$ cat config.mk
export PLATFORM = sky130hd
export DESIGN_NAME = scp_port
export DESIGN_NICKNAME = d
export VERILOG_FILES = /design/src/core/scp_pkg.sv /design/src/core/scp_fifo.sv /design/src/core/scp_port.sv
export SDC_FILE = /design/constraint.sdc
export NUM_CORES = 1
export LEC_CHECK = 0
export BUFFER_PORTS_ARGS = -buffer_cell sky130_fd_sc_hd__buf_4
export CAP_MARGIN = 0
export CORE_ASPECT_RATIO = 1.1
export CORE_MARGIN = 8
export CORE_UTILIZATION = 60
export CTS_CLUSTER_SIZE = 40
export DETAILED_ROUTE_END_ITERATION = 10
export GPL_TIMING_DRIVEN = 0
export PLACE_DENSITY = 0.84
export RECOVER_POWER = 25
export SLEW_MARGIN = 0
export SYNTH_ARGS = -nofsm -noshare
export SYNTH_HDL_FRONTEND = slang
export SYNTH_HIERARCHICAL = 1
export SYNTH_SLANG_ARGS = --single-unit
$ cat constraint.sdc
create_clock -name clk_in -period 5.4 [get_ports clk_in]
set_input_delay 0.27 -clock clk_in [delete_from_list [all_inputs] [get_ports clk_in]]
set_output_delay 0.27 -clock clk_in [all_outputs]
set_load 0.005 [all_outputs]
$ cat src/core/scp_pkg.sv
// Shared constants for the serial command port.
package scp_pkg;
  localparam int unsigned CLK_HZ         = 100_000_000;
  localparam int unsigned BAUD_RATE      = 9600;
  localparam int unsigned BIT_CYCLES_DEF = (CLK_HZ + BAUD_RATE / 2) / BAUD_RATE;
  localparam int unsigned DATA_BITS      = 7;
  localparam int unsigned FRAME_BITS     = 10;
  localparam int unsigned MAX_MSG        = 64;
  localparam int unsigned FIFO_DEPTH     = 16;
  localparam int unsigned WORD_W         = 9;
  localparam int unsigned CNT_W          = 14;
  localparam int unsigned LEN_W          = 7;
  localparam int unsigned PEND_W         = 4;
  localparam logic [3:0]  LAST_BIT       = 4'h9;
  localparam logic [6:0]  CH_CR          = 7'h0D;
  localparam logic [6:0]  CH_LF          = 7'h0A;
  localparam logic [6:0]  CH_SEMI        = 7'h3B;
  localparam logic [6:0]  CH_QUERY       = 7'h3F;
  localparam logic [6:0]  CH_NONE        = 7'h00;
endpackage : scp_pkg

$ cat src/core/scp_fifo.sv
// Synchronous FIFO with a registered output stage.
`timescale 1ns/1ps
`default_nettype none
module scp_fifo #(
  parameter int unsigned WIDTH = 9,
  parameter int unsigned DEPTH = 16
) (
  input  wire logic             clk_in,
  input  wire logic             rst_n_in,
  input  wire logic             in_valid_in,
  input  wire logic [WIDTH-1:0] in_data_in,
  output logic                  in_ready_out,
  output logic                  out_valid_out,
  output logic [WIDTH-1:0]      out_data_out,
  input  wire logic             out_ready_in
);
  localparam int unsigned AW = $clog2(DEPTH);

  logic [WIDTH-1:0] mem [DEPTH];
  logic [AW-1:0]    wr_ptr;
  logic [AW-1:0]    rd_ptr;
  logic [AW:0]      count;
  logic [AW-1:0]    next_wr_ptr;
  logic [AW-1:0]    next_rd_ptr;
  logic [AW:0]      next_count;
  logic             next_out_valid;
  logic [WIDTH-1:0] next_out_data;
  logic             push;
  logic             pop;

  always_comb
  begin
    in_ready_out   = (count != (AW+1)'(DEPTH));
    push           = in_valid_in && in_ready_out;
    pop            = (count != '0) && (!out_valid_out || out_ready_in);
    next_wr_ptr    = push ? wr_ptr + 1'b1 : wr_ptr;
    next_rd_ptr    = pop ? rd_ptr + 1'b1 : rd_ptr;
    next_count     = count + (AW+1)'(push) - (AW+1)'(pop);
    next_out_valid = pop || (out_valid_out && !out_ready_in);
    next_out_data  = pop ? mem[rd_ptr] : out_data_out;
  end

  always_ff @(posedge clk_in)
  begin
    if (push)
    begin
      mem[wr_ptr] <= in_data_in;
    end
  end

  always_ff @(posedge clk_in or negedge rst_n_in)
  begin
    if (!rst_n_in)
    begin
      wr_ptr        <= '0;
      rd_ptr        <= '0;
      count         <= '0;
      out_valid_out <= 1'b0;
      out_data_out  <= '0;
    end
    else
    begin
      wr_ptr        <= next_wr_ptr;
      rd_ptr        <= next_rd_ptr;
      count         <= next_count;
      out_valid_out <= next_out_valid;
      out_data_out  <= next_out_data;
    end
  end
endmodule // scp_fifo
`default_nettype wire

$ cat src/core/scp_port.sv
// Half-duplex serial command port: receives terminated messages, sends responses.
`timescale 1ns/1ps
`default_nettype none
module scp_port
  import scp_pkg::*;
#(
  parameter int unsigned BIT_CYCLES = BIT_CYCLES_DEF
) (
  input  wire logic       clk_in,
  input  wire logic       rst_n_in,
  input  wire logic       rxd_in,
  output logic            txd_out,
  input  wire logic       panel_busy_in,
  output logic            msg_valid_out,
  output logic [6:0]      msg_data_out,
  output logic            msg_end_out,
  output logic            msg_query_out,
  input  wire logic       msg_ready_in,
  input  wire logic       rsp_valid_in,
  input  wire logic [6:0] rsp_data_in,
  input  wire logic       rsp_last_in,
  output logic            rsp_ready_out,
  output logic            msg_drop_out,
  output logic            query_pending_out
);
  typedef enum logic {RX_IDLE, RX_RUN} scp_rx_t;
  typedef enum logic {LN_RECV, LN_DISP} scp_ln_t;
  typedef enum logic [1:0] {PH_DATA, PH_CR, PH_LF} scp_ph_t;

  localparam logic [CNT_W-1:0] BIT_END  = CNT_W'(BIT_CYCLES - 1);
  localparam logic [CNT_W-1:0] HALF_BIT = CNT_W'(BIT_CYCLES / 2);

  // Receiver.
  scp_rx_t          rx_st, next_rx_st;
  logic [CNT_W-1:0] rx_cnt, next_rx_cnt;
  logic [3:0]       rx_bit, next_rx_bit;
  logic [9:0]       rx_sh, next_rx_sh;
  logic             rx_done, next_rx_done;
  logic [6:0]       rx_char, next_rx_char;
  logic             rx_bad, next_rx_bad;
  logic             tx_active;

  always_comb
  begin
    next_rx_st   = rx_st;
    next_rx_cnt  = rx_cnt;
    next_rx_bit  = rx_bit;
    next_rx_sh   = rx_sh;
    next_rx_done = 1'b0;
    next_rx_char = rx_char;
    next_rx_bad  = rx_bad;
    case (rx_st)
      RX_IDLE:
      begin
        if (!rxd_in && !tx_active)
        begin
          next_rx_st  = RX_RUN;
          next_rx_cnt = HALF_BIT;
          next_rx_bit = 4'h0;
        end
      end
      RX_RUN:
      begin
        if (rx_cnt != '0)
        begin
          next_rx_cnt = rx_cnt - 1'b1;
        end
        else
        begin
          next_rx_cnt = BIT_END;
          next_rx_sh  = {rxd_in, rx_sh[9:1]};
          next_rx_bit = rx_bit + 1'b1;
          if (rx_bit == 4'h0 && rxd_in)
          begin
            next_rx_st = RX_IDLE;
          end
          else if (rx_bit == LAST_BIT)
          begin
            next_rx_st   = RX_IDLE;
            next_rx_done = 1'b1;
            next_rx_char = next_rx_sh[7:1];
            next_rx_bad  = !(^next_rx_sh[8:1]) || !next_rx_sh[9];
          end
        end
      end
      default: next_rx_st = RX_IDLE;
    endcase
  end

  always_ff @(posedge clk_in or negedge rst_n_in)
  begin
    if (!rst_n_in)
    begin
      rx_st   <= RX_IDLE;
      rx_cnt  <= '0;
      rx_bit  <= '0;
      rx_sh   <= '0;
      rx_done <= 1'b0;
      rx_char <= '0;
      rx_bad  <= 1'b0;
    end
    else
    begin
      rx_st   <= next_rx_st;
      rx_cnt  <= next_rx_cnt;
      rx_bit  <= next_rx_bit;
      rx_sh   <= next_rx_sh;
      rx_done <= next_rx_done;
      rx_char <= next_rx_char;
      rx_bad  <= next_rx_bad;
    end
  end

  // Line buffer and splitter. The whole message is held until its terminator
  // so that a late error can still discard it; this costs 64 words of storage.
  logic [6:0]        line_mem [MAX_MSG];
  scp_ln_t           ln_st, next_ln_st;
  logic [LEN_W-1:0]  line_len, next_line_len;
  logic [LEN_W-1:0]  rd_idx, next_rd_idx;
  logic              line_err, next_line_err;
  logic              prev_cr, next_prev_cr;
  logic              str_any, next_str_any;
  logic              str_q, next_str_q;
  logic              next_drop;
  logic [PEND_W-1:0] pend, next_pend;
  logic              mem_we;
  logic              f_valid, f_ready;
  logic [WORD_W-1:0] f_data;
  logic              lf_load;
  logic [6:0]        ch;

  always_comb
  begin
    next_ln_st    = ln_st;
    next_line_len = line_len;
    next_rd_idx   = rd_idx;
    next_line_err = line_err;
    next_prev_cr  = prev_cr;
    next_str_any  = str_any;
    next_str_q    = str_q;
    next_drop     = 1'b0;
    mem_we        = 1'b0;
    f_valid       = 1'b0;
    f_data        = '0;
    ch            = line_mem[rd_idx[5:0]];
    case (ln_st)
      LN_RECV:
      begin
        if (rx_done)
        begin
          if (rx_char == CH_LF && prev_cr)
          begin
            if (!line_err && !rx_bad && !panel_busy_in)
            begin
              next_ln_st   = LN_DISP;
              next_rd_idx  = '0;
              next_str_any = 1'b0;
              next_str_q   = 1'b0;
              // The length is kept so that the splitter knows where the stored message ends.
            end
            else
            begin
              next_drop     = 1'b1;
              next_line_len = '0;
            end
            next_line_err = 1'b0;
            next_prev_cr  = 1'b0;
          end
          else
          begin
            if (line_len >= LEN_W'(MAX_MSG - 1))
            begin
              next_line_err = 1'b1;
            end
            else
            begin
              mem_we        = 1'b1;
              next_line_len = line_len + 1'b1;
            end
            next_line_err = next_line_err || rx_bad || panel_busy_in;
            next_prev_cr  = (rx_char == CH_CR);
          end
        end
      end
      LN_DISP:
      begin
        // The stored carriage return is the last word and closes the string.
        if (!panel_busy_in)
        begin
          if (ch == CH_SEMI || ch == CH_CR)
          begin
            f_valid = str_any;
            f_data  = {1'b1, str_q, CH_NONE};
            if (f_ready || !str_any)
            begin
              next_str_any = 1'b0;
              next_str_q   = 1'b0;
              next_rd_idx  = rd_idx + 1'b1;
              if (ch == CH_CR && rd_idx + 1'b1 == line_len)
              begin
                next_ln_st    = LN_RECV;
                next_line_len = '0;
              end
            end
          end
          else
          begin
            f_valid = 1'b1;
            f_data  = {1'b0, 1'b0, ch};
            if (f_ready)
            begin
              next_str_any = 1'b1;
              next_str_q   = str_q || (ch == CH_QUERY);
              next_rd_idx  = rd_idx + 1'b1;
            end
          end
        end
      end
      default: next_ln_st = LN_RECV;
    endcase
    next_pend = pend + PEND_W'(f_valid && f_ready && f_data[8] && f_data[7])
                     - PEND_W'(lf_load);
  end

  always_ff @(posedge clk_in)
  begin
    if (mem_we)
    begin
      line_mem[line_len[5:0]] <= rx_char;
    end
  end

  always_ff @(posedge clk_in or negedge rst_n_in)
  begin
    if (!rst_n_in)
    begin
      ln_st             <= LN_RECV;
      line_len          <= '0;
      rd_idx            <= '0;
      line_err          <= 1'b0;
      prev_cr           <= 1'b0;
      str_any           <= 1'b0;
      str_q             <= 1'b0;
      msg_drop_out      <= 1'b0;
      pend              <= '0;
      query_pending_out <= 1'b0;
    end
    else
    begin
      ln_st             <= next_ln_st;
      line_len          <= next_line_len;
      rd_idx            <= next_rd_idx;
      line_err          <= next_line_err;
      prev_cr           <= next_prev_cr;
      str_any           <= next_str_any;
      str_q             <= next_str_q;
      msg_drop_out      <= next_drop;
      pend              <= next_pend;
      query_pending_out <= (next_pend != '0);
    end
  end

  scp_fifo #(
    .WIDTH (WORD_W),
    .DEPTH (FIFO_DEPTH)
  ) u_fifo (
    .clk_in        (clk_in),
    .rst_n_in      (rst_n_in),
    .in_valid_in   (f_valid),
    .in_data_in    (f_data),
    .in_ready_out  (f_ready),
    .out_valid_out (msg_valid_out),
    .out_data_out  ({msg_end_out, msg_query_out, msg_data_out}),
    .out_ready_in  (msg_ready_in)
  );

  // Transmitter: response characters, then the terminator pair.
  scp_ph_t          ph, next_ph;
  logic [9:0]       tx_sh, next_tx_sh;
  logic [CNT_W-1:0] tx_cnt, next_tx_cnt;
  logic [3:0]       tx_bit, next_tx_bit;
  logic             next_tx_active;
  logic             next_ack;
  logic [6:0]       ld_char;
  logic             ld;

  always_comb
  begin
    next_ph        = ph;
    next_tx_sh     = tx_sh;
    next_tx_cnt    = tx_cnt;
    next_tx_bit    = tx_bit;
    next_tx_active = tx_active;
    next_ack       = 1'b0;
    lf_load        = 1'b0;
    ld             = 1'b0;
    ld_char        = CH_NONE;
    if (!tx_active)
    begin
      // A start bit already on the line wins, so the two directions never overlap.
      if (pend != '0 && rx_st == RX_IDLE && rxd_in && !panel_busy_in)
      begin
        case (ph)
          PH_DATA:
          begin
            ld       = rsp_valid_in;
            ld_char  = rsp_data_in;
            next_ack = rsp_valid_in;
            if (rsp_valid_in && rsp_last_in)
            begin
              next_ph = PH_CR;
            end
          end
          PH_CR:
          begin
            ld      = 1'b1;
            ld_char = CH_CR;
            next_ph = PH_LF;
          end
          PH_LF:
          begin
            ld      = 1'b1;
            ld_char = CH_LF;
            lf_load = 1'b1;
            next_ph = PH_DATA;
          end
          default: next_ph = PH_DATA;
        endcase
      end
      if (ld)
      begin
        next_tx_sh     = {1'b1, ~^ld_char, ld_char, 1'b0};
        next_tx_cnt    = '0;
        next_tx_bit    = 4'h0;
        next_tx_active = 1'b1;
      end
    end
    else if (tx_cnt == BIT_END)
    begin
      next_tx_cnt = '0;
      next_tx_sh  = {1'b1, tx_sh[9:1]};
      next_tx_bit = tx_bit + 1'b1;
      if (tx_bit == LAST_BIT)
      begin
        next_tx_active = 1'b0;
      end
    end
    else
    begin
      next_tx_cnt = tx_cnt + 1'b1;
    end
  end

  always_ff @(posedge clk_in or negedge rst_n_in)
  begin
    if (!rst_n_in)
    begin
      ph            <= PH_DATA;
      tx_sh         <= '1;
      tx_cnt        <= '0;
      tx_bit        <= '0;
      tx_active     <= 1'b0;
      rsp_ready_out <= 1'b0;
      txd_out       <= 1'b1;
    end
    else
    begin
      ph            <= next_ph;
      tx_sh         <= next_tx_sh;
      tx_cnt        <= next_tx_cnt;
      tx_bit        <= next_tx_bit;
      tx_active     <= next_tx_active;
      rsp_ready_out <= next_ack;
      txd_out       <= !next_tx_active || next_tx_sh[0];
    end
  end
endmodule // scp_port
`default_nettype wire

Yosys cells after proc, flatten, opt, wreduce, memory -nomap -nowiden
Memory sizes are Yosys's and may differ from the RTL's. A register that Yosys moved wholly into a read port is not among the register bits.
Index checks and enable logic that the tools add are counted.
{"block": "op_classes", "add_sub_neg": 12, "order_cmp": 1, "eq_ne": 27, "mux": 103, "bitwise": 5, "n_reduce_logical": 53}
{"op": "2-to-1 mux 7 bit", "count": 17}
{"op": "2-to-1 mux 14 bit", "count": 5}
{"op": "2-to-1 mux 1 bit", "count": 58}
{"op": "2-to-1 mux 10 bit", "count": 3}
{"op": "one-hot mux 14 bit (2 select lines)", "count": 1}
{"op": "one-hot mux 7 bit (2 select lines)", "count": 2}
{"op": "2-to-1 mux 9 bit", "count": 3}
{"op": "equality test 7 x 4 -> 1 bit (second input constant)", "count": 3}
{"op": "one-hot mux 7 bit (3 select lines)", "count": 1}
{"op": "2-to-1 mux 4 bit", "count": 5}
{"op": "adder 4 x 1 -> 4 bit (second input constant)", "count": 4}
{"op": "logical AND 1 bit", "count": 15}
{"op": "adder 14 x 1 -> 14 bit (second input constant)", "count": 1}
{"op": "adder 7 x 1 -> 7 bit (second input constant)", "count": 2}
{"op": "equality test 14 bit (second input constant)", "count": 1}
{"op": "equality test 7 x 6 -> 1 bit (second input constant)", "count": 2}
{"op": "!= test 2 bit (second input constant)", "count": 7}
{"op": "nonzero test 14 bit", "count": 1}
{"op": "subtractor 14 x 1 -> 14 bit (second input constant)", "count": 1}
{"op": "logical NOT 1 bit", "count": 11}
{"op": "one-hot mux 1 bit (2 select lines)", "count": 5}
{"op": "logical OR 1 bit", "count": 9}
{"op": "equality test 4 bit (second input constant)", "count": 2}
{"op": "!= test 2 x 1 -> 1 bit (second input constant)", "count": 4}
{"op": "other kinds (29)", "count": 38}
{"block": "word_totals", "ff_bits": 110, "ram_bits": 592, "inputBits": 14, "out_inout_bits": 14, "elab_cells": 232, "n_memories": 2}
{"memory": "line_mem", "words": 64, "word_bits": 7, "read_ports": 1, "rd_clocked_by_memory_dff": 0, "wr": 1, "line": "scp_port.sv:116", "text": "logic [6:0] line_mem [MAX_MSG];"}
{"memory": "u_fifo.mem", "words": 16, "word_bits": 9, "read_ports": 1, "rd_clocked_by_memory_dff": 1, "wr": 1, "line": "scp_fifo.sv:19", "text": "logic [WIDTH-1:0] mem [DEPTH];"}

Longest topological paths before layout
An unclocked memory read counts as a cell.
{"block": "depth", "ltp_word": 12, "mapped_depth": 25, "mapped_depth_nobuf": 19}

By module
Netlist, hierarchy kept.
{"mod": "scp_port", "n_inst": 1, "cells_each": 1367, "area_each_um2": 22656.7, "seq_area_each_um2": 15818.9}
{"mod": "scp_fifo", "n_inst": 1, "cells_each": 333, "area_each_um2": 6613.8, "seq_area_each_um2": 4899.7}

Worst setup path before layout
OpenSTA, ideal clock, no wires.
{"block": "synth_path", "path_type": "register to register", "start": "register rd_idx[1]", "end": "register query_pending_out", "setup_ns": 0.139, "t_arrival_ns": 4.496, "t_required_ns": 5.261, "slack_ns": 0.766, "path_stages_with_launch": 17, "path_buffers": 2, "period_less_slack_ns": 4.634, "path_cell_list": "dfrtp_1 -> buf_4 -> buf_2 -> or2_2 -> o221ai_1 -> a21oi_1 -> a221oi_1 -> o221ai_1 -> nor4b_2 -> o21ai_0 -> nor2_1 -> nand4b_1 -> ha_1 -> inv_1 -> ha_1 -> fa_1 -> or4_1"}
{"block": "synth_via", "elab_cells_between_ends": 16, "classes_between": "add/sub: 2; eq/ne: 2; mux: 6; reduce/logical: 5; memory: 1"}
{"item": "from (decl)", "line": "scp_port.sv:119", "text": "logic [LEN_W-1:0] rd_idx, next_rd_idx;"}
{"item": "from (signal assigned)", "line": "scp_port.sv:252", "text": "rd_idx <= next_rd_idx;"}
{"item": "memory (64 x 7 bit) *"}
{"item": "equality test 7 x 6 -> 1 bit / equality test 7 x 4 -> 1 bit (equally long branches)", "line": "scp_port.sv:190", "text": "if (ch == CH_SEMI || ch == CH_CR)"}
{"item": "logical OR 1 bit *", "line": "scp_port.sv:190"}
{"item": "2-to-1 mux 9 bit *", "line": "scp_port.sv:190"}
{"item": "2-to-1 mux 9 bit *", "line": "scp_port.sv:188", "text": "if (!panel_busy_in)"}
{"item": "2-to-1 mux 9 bit *", "line": "scp_port.sv:146", "text": "case (ln_st)"}
{"item": "net f_data[8]", "line": "scp_port.sv:128", "text": "logic [WORD_W-1:0] f_data;"}
{"item": "logical AND 1 bit * (2 in a row)", "line": "scp_port.sv:221", "text": "next_pend = pend + PEND_W'(f_valid && f_ready && f_data[8] && f_data[7])"}
{"item": "adder 4 x 1 -> 4 bit *", "line": "scp_port.sv:221"}
{"item": "subtractor 4 x 1 -> 4 bit *", "line": "scp_port.sv:222", "text": "- PEND_W'(lf_load);"}
{"item": "net next_pend[1]", "line": "scp_port.sv:125", "text": "logic [PEND_W-1:0] pend, next_pend;"}
{"item": "nonzero test 4 bit *", "line": "scp_port.sv:259", "text": "query_pending_out <= (next_pend != '0);"}
{"item": "to (signal assigned)", "line": "scp_port.sv:259"}
{"item": "to (decl)", "line": "scp_port.sv:24", "text": "output logic query_pending_out"}
Mark *: on every way through the listed nets, which the timed path passes. The rest lies on a longest branch.
A chain may end at the register's enable or synchronous reset.

Final worst setup path
{"block": "layout_path", "start": "register rd_idx[2]", "end": "register query_pending_out"}
The elaborated chain is that of the path after synthesis.

==> run summary <==
TritonCTS built the clock tree. The total standard cell area after synthesis is 0.0293 mm2. The detailed router placed 16500 vias in this run. The maximum fanout along the worst path came out at 10. The met1 layer usage reported by global route is 30.0%. The utilization after layout came out at approximately two thirds. Setup total negative slack on the finished layout was measured at 0 ns. The slew of the pin with the lowest slew margin came out at 2.74 ns. The row count is 85. The DRC violation count after routing came out at 0. The quantity of I/O buffers inserted on ports came out at 27. The number of hold violations in the final report came to 0. After synthesis, the largest family of logic cells by area is multiplexers. The wire length of the first global-routing pass is approximately 100000 um. The arrival time at the worst endpoint is 5.70 ns.

Setup slack closes at 0.152 ns. The routed wire length per instance came out at roughly 27 um. The vertical extent of the die is 248 um. The share of the synthesized area in compound gates (AO/OA/AOI/OAI) came out at 5.33%. Excluding fillers, the count of instances in the completed layout stands at ~2500. The worst path uses 97.2% of the clock period.

In the post-synthesis netlist, the biggest area contributors are sky130_fd_sc_hd__edfxtp_1 (61%), sky130_fd_sc_hd__mux4_2 (10%), sky130_fd_sc_hd__dfrtp_1 (9.1%). The checks that failed: capacitance limit, slew limit. The initial standard-cell utilization of the core is 60.2%. Dividing total power by cell area gives a power density of 445 mW/mm2. The total placed cells including tap cells came out at 2397. After detailed routing, the number of vias per cell comes to roughly 6.5. The post-place setup slack is -1.23 ns. The Yosys step of the flow raised 6 warnings. The number of distinct library cells after synthesis is 84. The clock latency of the later-clocked register in the worst-skew pair came out at 0.62 ns. The via count of the first global-routing pass came out at 17100.

The maximum number of pins on one net before global-route repair came out at 94. The routed design has 68200 um of wire. The critical path in this run is classified as reg2reg.

The tree built by TritonCTS fans out to just over 700 sinks. The largest single stage delay on the critical path is around 0.6 ns. The post-synthesis average cell area is ~17 um2. The number of detailed-route iterations in the first pass came out at 7. After detailed placement, the total cell area comes to 0.0306 mm2.

The depth of the CTS H-tree is 3. The flow ran to the end, but the final reports show violations. The relative slew slack is -82.5%.

The share of synthesized cell area in full adder, half adder and majority cells is around 1.4%. In this run, synthesis produced a sequential element count of 709. The required time reported for the critical path endpoint is 5.85 ns. In this design, the largest share of critical-path delay is due to simple AND/OR/NAND/NOR gates. The number of clock buffers added by TritonCTS is 70.

The layer carrying the most global-route usage is met2. Across the run, the number of max-cap violations was 3. The total congestion overflow is 0.

The number of buffers and inverters on the critical path is 3. The max-slew violation count is ~210. The HPWL after detailed placement came out at 43900 um.

Pin placement for this block handled 28 I/O pins. The clock transition time at the flip-flop clock pins of the worst setup and hold paths came out at 0.06 ns. The dominant cell type by count on the critical path is sky130_fd_sc_hd__ha_1. Of the synthesized area, sequential elements account for 70.8%. The gate count of the mapped netlist came out at 1700. The simple-gate area share of the yosys netlist came out at under 10%. STA classifies the critical path endpoint as a flip-flop. The clock passes through at most 3 buffers.

Routability-driven placement finished with a final weighted congestion of 0.912. The die is 227 um wide. The peak supply drop is just over 0.3 mV.

The initial antenna violation count is 0. Once layout is done, the placed cells without fillers occupy 0.0329 mm2. The count of antenna-violating nets left after detailed routing is 0. Counting flops with a built-in enable in the synthesized netlist gives 592. The global routing usage summed across all routing layers came out at 24.8%. The synthesized-area fraction occupied by xor and xnor cells is 1.17%. The critical path goes through clkbuf_4, nor2b_1, clkbuf_2, a22oi_1, a21oi_1, o221ai_2, nor4b_4, o21ai_1, nor2_4, nand4b_1, ha_1, inv_1, ha_1, fa_1, or4_1. In the synthesized netlist the dominant register cell turns out to be sky130_fd_sc_hd__edfxtp_1. The post-synthesis mux area share came out at 13.0%.

The fmax came out at 191 MHz. For the finished layout, the period the worst path requires is 5.25 ns. The tree is rooted in a sky130_fd_sc_hd__clkbuf_16. Summed over its instances, the top area cell type makes up 60.7% of the synthesized netlist area. The routing usage on met2 is about 43%.

The static power due to leakage came out at 11.4 nW. The total die area is around 0.056 mm2. In this run, the number of DRC markers left after iteration 0 of detailed routing was 2205. Global routing used 4.85% of the available met3 tracks. The final antenna diode count is 0. The total setup violations reported at the end of the flow came out at 0.

The largest area contributor in the synthesized netlist is sky130_fd_sc_hd__edfxtp_1. Cells with a size suffix above 1 make up 19.7% of the layout. The cell with the largest stage delay on the worst path is sky130_fd_sc_hd__or4_1. Final hold analysis gives a worst-case slack of 0.0727 ns. The share of synthesized registers carrying an async set or reset is between 15 and 20%. The startpoint kind of the worst setup timing path is a flip-flop. The number of nets in the final layout is between 1500 and 2000. The area of the core came out at 0.0486 mm2. The class of the most critical hold timing path is in2reg. The overall power consumption came out at 14.6 mW. The area overhead of the layout relative to synthesis came out at 12.5%. The worst setup skew after layout came out at 0.0234 ns.
layer usage:
layer  routed length (um)  share of wire (%)
met2                34600                 51
met3                 5920                8.7
met4                 3670                5.4
met5                    0                  0
met1                24100                 35
worst paths after layout:
| path | from | to | slack, ns | depth (start not counted) |
|---|---|---|---|---|
| hold reg to reg | prev_cr$_DFFE_PN0P_ | prev_cr$_DFFE_PN0P_ | 0.48 | 2 |
| hold / removal | rsp_data_in[1] | tx_sh[2]$_DFFE_PN1P_ | 0.07 | 5 |
| max in group asynchronous | rst_n_in | rx_sh[4]$_DFFE_PN0P_ | 1.89 | 3 |
| setup reg to reg | rd_idx[2]$_DFFE_PN0P_ | query_pending_out$_DFF_PN0_ | 0.15 | 15 |
| min in group asynchronous | rst_n_in | u_fifo/out_data_out[2]$_DFFE_PN0P_ | 0.55 | 2 |
| setup / recovery | rd_idx[2]$_DFFE_PN0P_ | query_pending_out$_DFF_PN0_ | 0.15 | 15 |
flip-flops by register name, indices dropped and copies added (netlist names), 5 cells and up:
name,cells
line_mem,448
u_fifo/mem,144
rx_cnt,14
tx_cnt,14
tx_sh,10
u_fifo/out_data_out,9
rx_sh,8
line_len,7
rd_idx,7
rx_char,7
u_fifo/count,5
synthesized netlist by cell type, types with 5 or more instances:
cell	instances
sky130_fd_sc_hd__a22o_1	7
sky130_fd_sc_hd__inv_1	45
sky130_fd_sc_hd__edfxtp_1	592
sky130_fd_sc_hd__a21oi_1	27
sky130_fd_sc_hd__buf_1	8
sky130_fd_sc_hd__a31oi_1	8
sky130_fd_sc_hd__a222oi_1	8
sky130_fd_sc_hd__o221ai_1	9
sky130_fd_sc_hd__xnor2_1	23
sky130_fd_sc_hd__ha_1	30
sky130_fd_sc_hd__o21ai_0	61
sky130_fd_sc_hd__buf_6	10
sky130_fd_sc_hd__mux4_2	131
sky130_fd_sc_hd__a21o_1	13
sky130_fd_sc_hd__o31ai_1	6
sky130_fd_sc_hd__nand2_1	106
sky130_fd_sc_hd__nand2b_1	17
sky130_fd_sc_hd__nand3_1	27
sky130_fd_sc_hd__buf_2	22
sky130_fd_sc_hd__mux2i_1	42
sky130_fd_sc_hd__nor4_1	8
sky130_fd_sc_hd__and2_1	16
sky130_fd_sc_hd__nor2_1	118
sky130_fd_sc_hd__and3_1	6
sky130_fd_sc_hd__nor2b_1	12
sky130_fd_sc_hd__dfrtp_1	106
sky130_fd_sc_hd__dfstp_2	11
sky130_fd_sc_hd__mux4_1	10
sky130_fd_sc_hd__mux2_2	12
sky130_fd_sc_hd__a22oi_1	22
sky130_fd_sc_hd__xor2_1	16
sky130_fd_sc_hd__nor3_1	15
sky130_fd_sc_hd__o22ai_1	22
sky130_fd_sc_hd__or3_1	5
sky130_fd_sc_hd__or2_2	9
sky130_fd_sc_hd__a211oi_1	9
sky130_fd_sc_hd__clkbuf_1	32
worst min-delay path, cell delays in order:
cell                       delay (ns)
sky130_fd_sc_hd__buf_4           0.09
sky130_fd_sc_hd__nand3_1         0.06
sky130_fd_sc_hd__o21ai_0         0.08
sky130_fd_sc_hd__a222oi_1        0.09
sky130_fd_sc_hd__inv_1           0.05
cells by family (layout without fill, tap and decap cells):
family / after synthesis / after routing
xor+xnor: 39 / 39
simple gates: 370 / 370
fa+ha+maj: 32 / 32
mux: 197 / 197
other cells: 1 / 7
compound gates: 227 / 227
buf+inv: 125 / 301
flops: 709 / 709
report_power, final:
part / switching [mW] / internal, mW / leakage [nW]
Combinational: 2.05 / 1.42 / 3.32
Clock: 2.01 / 2.78 / 1.12
Sequential: 0.200 / 6.17 / 6.93
Total: 4.26 / 10.4 / 11.4
what timing repair did:
item	CTS	global route
setup buffers	1	2
pin swaps	1	2
resized for setup	12	15
endpoints found under the hold margin	115	0
hold buffers	9	0
setup endpoints to repair	45	77
cells in the final DEF (no fill, tap or decap), types with 11 or more instances in the layout:
cell type	Yosys	final
sky130_fd_sc_hd__nor3_1	15	15
sky130_fd_sc_hd__xnor2_1	23	23
sky130_fd_sc_hd__and2_1	16	15
sky130_fd_sc_hd__mux2_2	12	12
sky130_fd_sc_hd__mux4_2	131	131
sky130_fd_sc_hd__clkinv_2	0	15
sky130_fd_sc_hd__mux2i_1	42	42
sky130_fd_sc_hd__clkbuf_1	32	37
sky130_fd_sc_hd__xor2_1	16	16
sky130_fd_sc_hd__a21o_1	13	13
sky130_fd_sc_hd__nand3_1	27	27
sky130_fd_sc_hd__nand2_1	106	106
sky130_fd_sc_hd__nor2b_1	12	12
sky130_fd_sc_hd__dfrtp_1	106	106
sky130_fd_sc_hd__nor2_1	118	117
sky130_fd_sc_hd__dfstp_2	11	11
sky130_fd_sc_hd__inv_1	45	44
sky130_fd_sc_hd__edfxtp_1	592	592
sky130_fd_sc_hd__ha_1	30	30
sky130_fd_sc_hd__nand2b_1	17	17
sky130_fd_sc_hd__a21oi_1	27	27
sky130_fd_sc_hd__o22ai_1	22	22
sky130_fd_sc_hd__o21ai_0	61	58
sky130_fd_sc_hd__buf_4	3	39
sky130_fd_sc_hd__buf_2	22	15
sky130_fd_sc_hd__clkinv_1	1	19
sky130_fd_sc_hd__clkbuf_16	0	74
sky130_fd_sc_hd__a22oi_1	22	22
area by class of cell:
type | count | area, um2
multi-input combinational | 872 | 7990
sequential | 709 | 20700
timing repair buffer | 51 | 462
clock buffer | 81 | 1880
inverter | 46 | 176
fill | 3022 | 15700
buffer | 78 | 493
tap | 652 | 816
clock inverter | 45 | 382
Power figures use the tool's default switching activity.
